File: config.mk
export PLATFORM = sky130hd
export DESIGN_NAME = iee_exception_entry
export DESIGN_NICKNAME = d
export VERILOG_FILES = /design/src/pkg/iee_pkg.sv /design/src/rtl/iee_exception_entry.sv
export VERILOG_INCLUDE_DIRS = /design/src /design/src/pkg
export SDC_FILE = /design/constraint.sdc
export NUM_CORES = 1
export LEC_CHECK = 0
export ABC_AREA = 1
export BUFFER_PORTS_ARGS = -buffer_cell sky130_fd_sc_hd__buf_2
export CORE_AREA = 2 2 223 225
export CTS_CLUSTER_DIAMETER = 50
export DETAILED_ROUTE_END_ITERATION = 8
export DIE_AREA = 0 0 225 227
export PLACE_DENSITY_LB_ADDON = 0.2
export SLEW_MARGIN = 20
export SYNTH_ARGS = -nofsm -noshare
export SYNTH_HDL_FRONTEND = slang
export SYNTH_SLANG_ARGS = --single-unit
File: constraint.sdc
create_clock -name clk -period 8.5 [get_ports clk]
set_input_delay 2.55 -clock clk [delete_from_list [all_inputs] [get_ports clk]]
set_output_delay 2.55 -clock clk [all_outputs]
set_load 0.02 [all_outputs]
File: src/pkg/iee_defines.svh
/*
 Timing-free constants for the exception entry block: levels, vector
 numbers, bank count. Assumes inclusion by bare name.
*/
`ifndef IEE_DEFINES_SVH
`define IEE_DEFINES_SVH
`define IEE_NMI_LEVEL      5'h10
`define IEE_FIXED_LEVEL    5'h0f
`define IEE_NMI_MASK_WRITE 4'hf
`define IEE_VEC_NMI        8'h0b
`define IEE_VEC_BREAK      8'h0c
`define IEE_VEC_DEBUG      8'h0e
`define IEE_VEC_BANKOVF    8'h0f
`define IEE_VEC_GENILL     8'h04
`define IEE_VEC_SLOTILL    8'h06
`define IEE_VEC_DIVZERO    8'h09
`define IEE_VEC_DIVOVF     8'h0a
`define IEE_VEC_EXT0       8'h40
`define IEE_VEC_PIN0       8'h50
`define IEE_VEC_PERI0      8'h60
`define IEE_BANK_COUNT     5'h0f
`define IEE_STACK_STEP     32'h00000004
`define IEE_MASK_RESET     4'hf
`endif

File: src/pkg/iee_pkg.sv
/*
 Types for the exception entry block. Assumes iee_defines.svh beside it.
*/
package iee_pkg;
	typedef enum logic [2:0] {
		IEE_IDLE,
		IEE_FETCH,
		IEE_PUSH_SR,
		IEE_PUSH_PC,
		IEE_BANK,
		IEE_JUMP
	} iee_state_t;
endpackage : iee_pkg

File: src/rtl/iee_exception_entry.sv
/*
 Exception entry: interrupt priority resolution, mask test, vectoring,
 stacking of status word and program counter, bank save and overflow,
 instruction exceptions. Assumes a pipeline that holds while busy is high,
 a memory that answers memAck, and level requests held until taken.
*/
`timescale 1ns/1ps
`default_nettype none
`include "iee_defines.svh"
// Contract
// - NMI level 16, unmaskable, always accepted
// - Break and debug requests fixed level 15
// - Other sources programmable 0..15 only
// - Eight external and eight pin-change inputs
// - Each source has its own vector
// - Highest pending priority wins
// - Maskable accepted only above mask field
// - Fetch vector, push status then PC
// - Bank save for maskable bank-using interrupts
// - No bank save for NMI, break, instructions
// - Banks full, accept bit 0: stack instead
// - Banks full, accept bit 1: overflow exception
// - Mask gets level; NMI writes 0xF
// - Jump to handler, no delay slot
// - Trap vectors by number, saves next PC
// - Illegal delay-slot instructions raise slot-illegal
// - Slot-illegal saves branch target
// - Undefined code raises general-illegal, saves own address
// - Divide by zero; signed minimum by minus one
// - Division exception saves division address
// - Requests after delayed branch held pending
module iee_exception_entry #(
	parameter int NPERI = 8
) (
	input  wire logic                clk,
	input  wire logic                rst_n,
	input  wire logic                nmiReq,
	input  wire logic                breakReq,
	input  wire logic                debugReq,
	input  wire logic [7:0]          extReq,
	input  wire logic [7:0]          pinChangeReq,
	input  wire logic [NPERI-1:0]    periReq,
	input  wire logic [8*4-1:0]      extLevel,
	input  wire logic [3:0]          pinChangeLevel,
	input  wire logic [NPERI*4-1:0]  periLevel,
	input  wire logic                bankEnable,
	input  wire logic                bankOverflowAccept,
	input  wire logic [31:0]         vectorBase,
	input  wire logic                decodeValid,
	input  wire logic                afterDelayedBranch,
	input  wire logic                inDelaySlot,
	input  wire logic                instUndefined,
	input  wire logic                instWritesPc,
	input  wire logic                inst32,
	input  wire logic                instBankRestore,
	input  wire logic                instTrap,
	input  wire logic [7:0]          trapNumber,
	input  wire logic                instDivide,
	input  wire logic                divSigned,
	input  wire logic [31:0]         divDividend,
	input  wire logic [31:0]         divDivisor,
	input  wire logic [31:0]         instAddr,
	input  wire logic [31:0]         nextAddr,
	input  wire logic [31:0]         branchTarget,
	input  wire logic [31:0]         statusWord,
	input  wire logic [31:0]         stackPointer,
	input  wire logic                memAck,
	input  wire logic [31:0]         memRdata,
	output logic                     busy,
	output logic                     memRead,
	output logic                     memWrite,
	output logic [31:0]              memAddr,
	output logic [31:0]              memWdata,
	output logic                     bankSave,
	output logic [3:0]               bankSaveIndex,
	output logic [7:0]               bankSaveVector,
	output logic                     takeAck,
	output logic [7:0]               takenVector,
	output logic                     maskWrite,
	output logic [3:0]               maskValue,
	output logic [31:0]              spValue,
	output logic                     jumpValid,
	output logic [31:0]              jumpAddr,
	output logic [4:0]               bankUsed
);
	import iee_pkg::*;

	localparam int NSRC = 19 + NPERI;

	typedef struct packed {
		iee_state_t  state;
		logic [7:0]  vec;
		logic [31:0] savedPc;
		logic [31:0] handler;
		logic [31:0] sp;
		logic [3:0]  newMask;
		logic        doMask;
		logic        doBank;
		logic [4:0]  used;
		logic        pendOvf;
		logic        jump;
		logic        ack;
		logic        bank;
		logic [3:0]  bankIdx;
	} iee_regs_t;

	iee_regs_t   st_reg;
	iee_regs_t   st_next;
	logic        rstMeta;
	logic        rstSync;
	logic [4:0]  srcLevel [NSRC];
	logic [NSRC-1:0] srcReq;
	logic [7:0]  srcVec [NSRC];
	logic [NSRC-1:0] srcBanks;
	logic [4:0]  bestLevel;
	logic [7:0]  bestVec;
	logic        bestBanks;
	logic        bestFound;
	logic        intAccept;
	logic        slotIll;
	logic        genIll;
	logic        divZero;
	logic        divOvf;
	logic [3:0]  maskField;

	always_ff @(posedge clk or negedge rst_n) begin
		if (!rst_n) begin
			rstMeta <= 1'b0;
			rstSync <= 1'b0;
		end else begin
			rstMeta <= 1'b1;
			rstSync <= rstMeta;
		end
	end

	assign maskField = statusWord[7:4];

	// Source table: fixed levels first, then programmable ones
	assign srcReq[0] = nmiReq;
	assign srcLevel[0] = `IEE_NMI_LEVEL;
	assign srcVec[0] = `IEE_VEC_NMI;
	assign srcBanks[0] = 1'b0;
	assign srcReq[1] = breakReq;
	assign srcLevel[1] = `IEE_FIXED_LEVEL;
	assign srcVec[1] = `IEE_VEC_BREAK;
	assign srcBanks[1] = 1'b0;
	assign srcReq[2] = debugReq;
	assign srcLevel[2] = `IEE_FIXED_LEVEL;
	assign srcVec[2] = `IEE_VEC_DEBUG;
	assign srcBanks[2] = 1'b1;

	genvar g;
	generate
		for (g = 0; g < 8; g++) begin : gExt
			assign srcReq[3+g] = extReq[g];
			assign srcLevel[3+g] = {1'b0, extLevel[g*4 +: 4]};
			assign srcVec[3+g] = `IEE_VEC_EXT0 + 8'(g);
			assign srcBanks[3+g] = 1'b1;
			assign srcReq[11+g] = pinChangeReq[g];
			assign srcLevel[11+g] = {1'b0, pinChangeLevel};
			assign srcVec[11+g] = `IEE_VEC_PIN0 + 8'(g);
			assign srcBanks[11+g] = 1'b1;
		end
		for (g = 0; g < NPERI; g++) begin : gPeri
			assign srcReq[19+g] = periReq[g];
			assign srcLevel[19+g] = {1'b0, periLevel[g*4 +: 4]};
			assign srcVec[19+g] = `IEE_VEC_PERI0 + 8'(g);
			assign srcBanks[19+g] = 1'b1;
		end
	endgenerate

	// Strict greater-than keeps the lowest index on ties
	always_comb begin
		bestLevel = 5'h00;
		bestVec = 8'h00;
		bestBanks = 1'b0;
		bestFound = 1'b0;
		for (int i = 0; i < NSRC; i++) begin
			if (srcReq[i] && (!bestFound || srcLevel[i] > bestLevel)) begin
				bestFound = 1'b1;
				bestLevel = srcLevel[i];
				bestVec = srcVec[i];
				bestBanks = srcBanks[i];
			end
		end
	end

	// NMI bypasses the mask; others must exceed it
	assign intAccept = bestFound && (bestLevel == `IEE_NMI_LEVEL
		|| bestLevel > {1'b0, maskField});

	assign slotIll = inDelaySlot && (instUndefined || instWritesPc || inst32
		|| instBankRestore || instDivide);
	assign genIll = !inDelaySlot && instUndefined;
	assign divZero = instDivide && divDivisor == 32'h00000000;
	assign divOvf = instDivide && divSigned && divDividend == 32'h80000000
		&& divDivisor == 32'hffffffff;

	always_comb begin
		st_next = st_reg;
		st_next.ack = 1'b0;
		st_next.jump = 1'b0;
		st_next.bank = 1'b0;
		case (st_reg.state)
			IEE_IDLE: begin
				st_next.doMask = 1'b0;
				st_next.doBank = 1'b0;
				st_next.sp = stackPointer;
				if (decodeValid && slotIll) begin
					st_next.vec = `IEE_VEC_SLOTILL;
					st_next.savedPc = branchTarget;
					st_next.state = IEE_FETCH;
				end else if (decodeValid && genIll) begin
					st_next.vec = `IEE_VEC_GENILL;
					st_next.savedPc = instAddr;
					st_next.state = IEE_FETCH;
				end else if (decodeValid && (divZero || divOvf)) begin
					st_next.vec = divZero ? `IEE_VEC_DIVZERO
						: `IEE_VEC_DIVOVF;
					st_next.savedPc = instAddr;
					st_next.state = IEE_FETCH;
				end else if (decodeValid && instTrap) begin
					st_next.vec = trapNumber;
					st_next.savedPc = nextAddr;
					st_next.state = IEE_FETCH;
				end else if (decodeValid && !afterDelayedBranch
					&& st_reg.pendOvf) begin
					st_next.pendOvf = 1'b0;
					st_next.vec = `IEE_VEC_BANKOVF;
					st_next.savedPc = instAddr;
					st_next.state = IEE_FETCH;
				end else if (decodeValid && !afterDelayedBranch
					&& intAccept) begin
					st_next.vec = bestVec;
					st_next.savedPc = instAddr;
					st_next.doMask = 1'b1;
					st_next.newMask = bestLevel == `IEE_NMI_LEVEL
						? `IEE_NMI_MASK_WRITE : bestLevel[3:0];
					st_next.ack = 1'b1;
					if (bankEnable && bestBanks) begin
						if (st_reg.used < `IEE_BANK_COUNT)
							st_next.doBank = 1'b1;
						else if (bankOverflowAccept)
							st_next.pendOvf = 1'b1;
					end // Full and accept bit 0: stack only
					st_next.state = IEE_FETCH;
				end
			end
			IEE_FETCH: if (memAck) begin
				st_next.handler = memRdata;
				st_next.sp = st_reg.sp - `IEE_STACK_STEP;
				st_next.state = IEE_PUSH_SR;
			end
			IEE_PUSH_SR: if (memAck) begin
				st_next.sp = st_reg.sp - `IEE_STACK_STEP;
				st_next.state = IEE_PUSH_PC;
			end
			IEE_PUSH_PC: if (memAck) begin
				st_next.state = st_reg.doBank ? IEE_BANK : IEE_JUMP;
			end
			IEE_BANK: begin
				st_next.bank = 1'b1;
				st_next.bankIdx = st_reg.used[3:0];
				st_next.used = st_reg.used + 5'h01;
				st_next.state = IEE_JUMP;
			end
			IEE_JUMP: begin
				st_next.jump = 1'b1;
				st_next.state = IEE_IDLE;
			end
			default: st_next.state = IEE_IDLE;
		endcase
	end

	always_ff @(posedge clk or negedge rstSync) begin
		if (!rstSync) begin
			st_reg <= '0;
			st_reg.state <= IEE_IDLE;
			st_reg.newMask <= `IEE_MASK_RESET;
		end else begin
			st_reg <= st_next;
		end
	end

	assign busy = st_reg.state != IEE_IDLE;
	assign memRead = st_reg.state == IEE_FETCH;
	assign memWrite = st_reg.state == IEE_PUSH_SR
		|| st_reg.state == IEE_PUSH_PC;
	assign memAddr = memRead ? vectorBase + {22'h0, st_reg.vec, 2'b00}
		: st_reg.sp;
	assign memWdata = st_reg.state == IEE_PUSH_SR ? statusWord
		: st_reg.savedPc;
	assign bankSave = st_reg.bank;
	assign bankSaveIndex = st_reg.bankIdx;
	assign bankSaveVector = st_reg.vec;
	assign takeAck = st_reg.ack;
	assign takenVector = st_reg.vec;
	assign maskWrite = st_reg.jump && st_reg.doMask;
	assign maskValue = st_reg.newMask;
	assign spValue = st_reg.sp;
	assign jumpValid = st_reg.jump;
	assign jumpAddr = st_reg.handler;
	assign bankUsed = st_reg.used;
endmodule : iee_exception_entry
`default_nettype wire

==> out/qor.txt, run 1 <==
status - complete, but fails checks
violated checks - setup timing
Comb power frac - 0.838
synthesized cell area - 13,300 um^2
via/cell ratio - 4.92
CTS H-tree depth - 4
root buf cell - clkbuf_16
Least-Margin Pin Slew - 992 ps
syn_nets - 2,480
Final Hold Fails - 0
nets@finish - 3,381
switching share of power - 0.479
Reg2Reg Depth - 14
Arr. time, crit path - 30,050 ps
clock transition at the registers of the reported paths - 70 ps
hold_ws - 357 ps
placed wire-length estimate - 49.7 mm
RSZ-0062 raised after global routing - true
CTS sink cnt - 128
pin count of the biggest net entering global routing - 72
IO buf count - 569
hold_sp - rstMeta$_DFF_PN0_
Core Area - 48,500 um^2
Post-synth ARST share - 1.00
Pre-antenna DRT Iters - 5
crit path time final - 29,670 ps
r2r setup slk - 4850 ps
Worst Path Max Fanout - 8
Placement Setup Slack - -22,170 ps
Seq/Total Area, Yosys - 0.241
starting density of the core - 0.274
Post-synth EDFFs - 0
normalized max-slew margin - 0.333
Die ar. - 51,100 um^2
Post-Layout Cell Count - 3,514
first-pass GRT wire length - 91.4 mm
synthesis-stage register bit count - 128
Crit Path Class - input port to flip-flop
Mapped Cells - 1,966
clk_lat worst skew - 450 ps
Vert. Die Dim - 227 um
Peak supply drop - 0.352 mV
drt wl/cell - 18.3 um
WP data required - 8880 ps
DP Cell Count - 3,328
end of the worst register-to-register path - spValue[29]$_DFFE_PN0P_
Int Power - 6.15 mW
via count - 17,300
Tcrit/Tclk final - 3.49
NetSw - 5.66 mW
CP max stage cell - a311o_1
Critical R2R Launch - st_reg[123]$_DFFE_PN0P_
remaining antenna violation count - 0
P per Cell Area - 516 nW/um^2
ys flop type - dfrtp_1
Max Fclk - 33.7 MHz
synth unique cells - 59
Synth Area per Inst - 6.77 um^2
leak pwr - 11.8 nW
I/O pin count - 570
Routed WL - 64.4 mm
die width - 225 um
sequential share of power - 0.099
DRC Markers - 0
# hold bufs at CTS - 0
most used cell, CP - nand2_2
max cap viols - 0
total power - 11.8 mW
initial antenna violation count - 22
setup ws final - -21,170 ps
hold endpoint - rstSync$_DFF_PN0_
CTS Buffer Depth - 2
CP Capture Type - flip-flop
total grt overflow - 0
Clock power frac - 0.063
1st-iter DRT viols - 997
Worst Skew - 10.9 ps
setup TNS - -1,071,640 ps
Slew Viols, Final - 0
CTS buffer count - 17
Critical Path Source Type - input port
Rows - 81
CTS tree - yes
All-Layer GR Usage - 0.233
Placer Congestion - 0.967
Cells on Worst Hold Path - 0
max FFs per register - 38
worst min path class - flip-flop to flip-flop
Area Growth Syn to Fin - 72.0%
slowest cell delay on critical path - 320 ps
Ys Warns - 0
final setup fails - 51
layout cell share with drive strength beyond 1 - 0.557
vias in the first global route - 16,400
[synth_stat cells (all sizes together) (2+ instances only)]
cell type	count	area [um^2]
nor3	23	120
buf	104	774
a22oi	2	15.0
a311o	2	20.0
o22ai	18	113
clkinv	3	11.3
o32ai	2	17.5
nand3b	8	72.6
or2	27	171
nand4	58	378
dfstp	4	105
or4	3	22.5
and3b	3	26.3
a31oi	3	18.8
nor2	103	434
o211ai	39	293
o21ai	184	921
mux2	32	360
xor2	28	245
inv	238	893
ha	107	1340
xnor2	11	96.3
nand3	187	941
dfrtp	124	3100
nor4	37	231
nor3b	3	22.5
o31ai	6	45.0
nand2	462	1750
clkbuf	39	146
and2	18	113
a21oi	74	370
[critical path, delay by kind of cell]
family	cells	cell delay [ps]
AND/OR/NAND/NOR	125	11960
AO/OA/AOI/OAI	47	5860
adder cells (fa/ha/maj)	24	5850
buffers and inverters	40	3750
[power by group through the flow]
stage	Sequential, mW	Combinational (mW)	Clock, mW
floorplan	1.08	4.48	0
global placement	1.17	6.79	0
detailed placement	1.17	6.91	0
CTS	1.16	8.71	0.762
global route	1.20	10.8	0.785
finish	1.17	9.90	0.741
[what timing repair did]
item / in CTS / in global routing
cloned: 8 / 0
setup endpoints to repair: 56 / 56
pin swaps: 189 / 183
resized for setup: 278 / 222
setup buffers: 102 / 35
[worst max path at each step]
stage	start	end	cells past startpoint
after floorplan	nmiReq	bankSaveVector[7]$_DFFE_PN0P_	231
after global routing	debugReq	maskValue[2]$_DFFE_PN1P_	241
final	debugReq	maskValue[2]$_DFFE_PN1P_	236
after detailed placement	debugReq	st_reg[99]$_DFFE_PN0P_	232
after CTS	breakReq	st_reg[103]$_DFFE_PN0P_	234
after global placement	debugReq	st_reg[99]$_DFFE_PN0P_	228
[stage by stage]
step / util / area (um^2)
after detailed placement: 0.389 / 18900
after global routing: 0.472 / 22900
after global placement: 0.389 / 18900
after CTS: 0.445 / 21600
after floorplan: - / 13800
final: 0.472 / 22900
[kinds of logic (layout without fill, tap and decap cells)]
kind of cell	count (synthesis)	in the layout	synth area share
DFF	128	128	0.241
adders and majority gates	108	108	0.102
xor gates and xnor gates	39	39	0.0257
and+or+nand+nor	932	934	0.322
AOI/OAI and AO/OA	341	341	0.145
other	1	13	0.000282
muxes	33	33	0.0278
buffers and inverters	384	1296	0.137
[placed cells by master (no fill, tap or decap), types with 9 or more instances in the layout]
cell / count
inv_2: 50
o21ai_0: 117
ha_4: 66
o21ai_1: 41
nand2_4: 64
inv_6: 10
buf_2: 565
a21oi_2: 36
nand4_1: 57
xnor2_1: 10
or2_4: 19
o211ai_1: 39
diode_2: 12
o22ai_1: 17
nor3_1: 19
dfrtp_1: 123
clkbuf_16: 17
nor4_1: 37
ha_1: 37
nand2_2: 103
buf_4: 423
nand2_1: 297
nor2_1: 84
xor2_1: 28
o21ai_2: 25
nand3_4: 15
nand3_2: 60
buf_6: 22
a21oi_1: 36
nor2_4: 9
nor2_2: 10
mux2_2: 32
inv_1: 177
nand3_1: 112
and2_4: 12
[layout make-up]
| class | count | area, um^2 |
|---|---|---|
| Timing Repair Buffer | 1023 | 6530 |
| Multi-Input combinational cell | 1456 | 10800 |
| Antenna cell | 12 | 30.0 |
| Clock buffer | 17 | 425 |
| Fill cell | 4886 | 25600 |
| Inverter | 241 | 962 |
| Clock inverter | 15 | 163 |
| Sequential cell | 128 | 3210 |
| Tap cell | 622 | 778 |
[routing by layer]
metal,vias up,GRT usage,routed length (um)
met5,-,0,51
met4,8,0.0861,1850
met3,113,0.0414,3540
met2,626,0.419,33000
met1,8158,0.277,26000
li1,8389,-,-
Power figures use the tool's default switching activity.
==> run 2: changes to the inputs <==
--- a/config.mk
+++ b/config.mk
@@ -13,6 +13,7 @@
 export DETAILED_ROUTE_END_ITERATION = 8
 export DIE_AREA = 0 0 225 227
 export PLACE_DENSITY_LB_ADDON = 0.2
+export SKIP_LAST_GASP = 1
 export SLEW_MARGIN = 20
 export SYNTH_ARGS = -nofsm -noshare
 export SYNTH_HDL_FRONTEND = slang
==> out/qor.txt, run 2 (synthesis results as in run 1) <==
switching share of power - 0.479
drt wl/cell - 18.3 um
P per Cell Area - 516 nW/um^2
starting density of the core - 0.274
CTS H-tree depth - 4
FF+latch area - 3210 um^2
Pre-antenna DRT Iters - 5
Die ar. - 51,100 um^2
Worst Skew - 10.9 ps
crit path time final - 29,660 ps
Core Area - 48,500 um^2
WP data required - 8880 ps
vias in the first global route - 16,400
Vert. Die Dim - 227 um
first-pass GRT wire length - 91.4 mm
total grt overflow - 0
Critical Path Source Type - input port
sequential share of power - 0.099
CTS buffer count - 17
IO buf count - 569
layout cell share with drive strength beyond 1 - 0.557
setup ws final - -21,160 ps
Crit Path Class - input port to flip-flop
CP Capture Type - flip-flop
Arr. time, crit path - 30,040 ps
normalized max-slew margin - 0.333
1st-iter DRT viols - 895
# hold bufs at CTS - 0
Least-Margin Pin Slew - 992 ps
worst min path class - flip-flop to flip-flop
slowest cell delay on critical path - 320 ps
root buf cell - clkbuf_16
via count - 17,200
FILL cells - 4,885
status - complete, but fails checks
Comb power frac - 0.839
commonest cells after routing, fill and taps aside - buf_2 (565), buf_4 (423), nand2_1 (298)
CP max stage cell - a311o_1
Area Growth Syn to Fin - 72.0%
max FFs per register - 38
initial antenna violation count - 22
placed wire-length estimate - 49.7 mm
total power - 11.8 mW
Rows - 81
leak pwr - 11.8 nW
DRC Markers - 0
Placer Congestion - 0.967
I/O pin count - 570
pin count of the biggest net entering global routing - 72
clk_lat worst skew - 450 ps
CTS tree - yes
Routed WL - 64.3 mm
Peak supply drop - 0.352 mV
die width - 225 um
most used cell, CP - nand2_2
CTS Buffer Depth - 2
DP Cell Count - 3,328
Post-Layout Cell Count - 3,517
nets@finish - 3,381
via/cell ratio - 4.89
remaining antenna violation count - 0
Max Fclk - 33.7 MHz
Clock power frac - 0.063
final setup fails - 51
NetSw - 5.65 mW
Final Hold Fails - 0
violated checks - setup timing
RSZ-0062 raised after global routing - true
max cap viols - 0
CTS sink cnt - 128
clock transition at the registers of the reported paths - 70 ps
Int Power - 6.16 mW
Worst Path Max Fanout - 8
most common cell after layout, fill and taps aside - buf_2
All-Layer GR Usage - 0.233
Slew Viols, Final - 0
multi-input logic area - 10,800 um^2
Tcrit/Tclk final - 3.49
[run 2: path summary, 6_finish.rpt]
| kind | from | to | slack, ps | cells past startpoint |
|---|---|---|---|---|
| max reg2reg | st_reg[123]$_DFFE_PN0P_ | spValue[29]$_DFFE_PN0P_ | 4830 | 14 |
| max | debugReq | maskValue[2]$_DFFE_PN1P_ | -21160 | 236 |
| min in group asynchronous | rstSync$_DFF_PN0_ | st_reg[108]$_DFFE_PN0P_ | 480 | 0 |
| max in group asynchronous | rst_n | rstSync$_DFF_PN0_ | 6510 | 1 |
| min reg2reg | rstMeta$_DFF_PN0_ | rstSync$_DFF_PN0_ | 360 | 0 |
| min | rstMeta$_DFF_PN0_ | rstSync$_DFF_PN0_ | 360 | 0 |
[run 2: cell type report]
type	count	area share
Inverter	241	0.0420
Multi-Input combinational cell	1456	0.471
Tap cell	622	0.0340
Sequential cell	128	0.140
Timing Repair Buffer	1023	0.285
Clock buffer	17	0.0186
Clock inverter	15	0.00710
Antenna cell	15	0.00164
[run 2: metrics by stage]
step           setup TNS [ps]  setup WS [ps]  utilization  hold WS (ps)  cell area (um^2)
2_1_floorplan        -1001240         -19690            -           331             13800
3_3_place_gp         -1077600         -21220        0.389           336             18900
3_5_place_dp         -1125940         -22170        0.389           346             18900
4_1_cts              -1050570         -20700        0.445           360             21600
5_1_grt              -1158950         -22800        0.472           362             22900
6_report             -1071170         -21160        0.472           357             22900
[run 2: per-layer routing]
layer | GRT usage | part of all wire | vias up
li1 | - | - | 8394
met1 | 0.277 | 0.40 | 8099
met2 | 0.419 | 0.51 | 581
met3 | 0.0414 | 0.055 | 110
met4 | 0.0861 | 0.028 | 8
met5 | 0 | 0.00079 | -
[run 2: critical path, delay by kind of cell]
family                   cells  cell delay (ps)
buffers and inverters       40             3750
AO/OA/AOI/OAI               47             5860
AND/OR/NAND/NOR            125            11950
adder cells (fa/ha/maj)     24             5850
[run 2: power by group through the flow]
stage               registers [mW]  logic, mW  clock network [mW]
floorplan                     1.08       4.48                   0
global placement              1.17       6.79                   0
detailed placement            1.17       6.91                   0
CTS                           1.16       8.71               0.762
global route                  1.20       10.8               0.785
finish                        1.17       9.90               0.741
[run 2: what timing repair did]
item,in CTS,in global routing
setup endpoints to repair,56,56
gates cloned,8,0
gates resized for setup,277,222
pin swaps,189,183
setup buffers,102,35
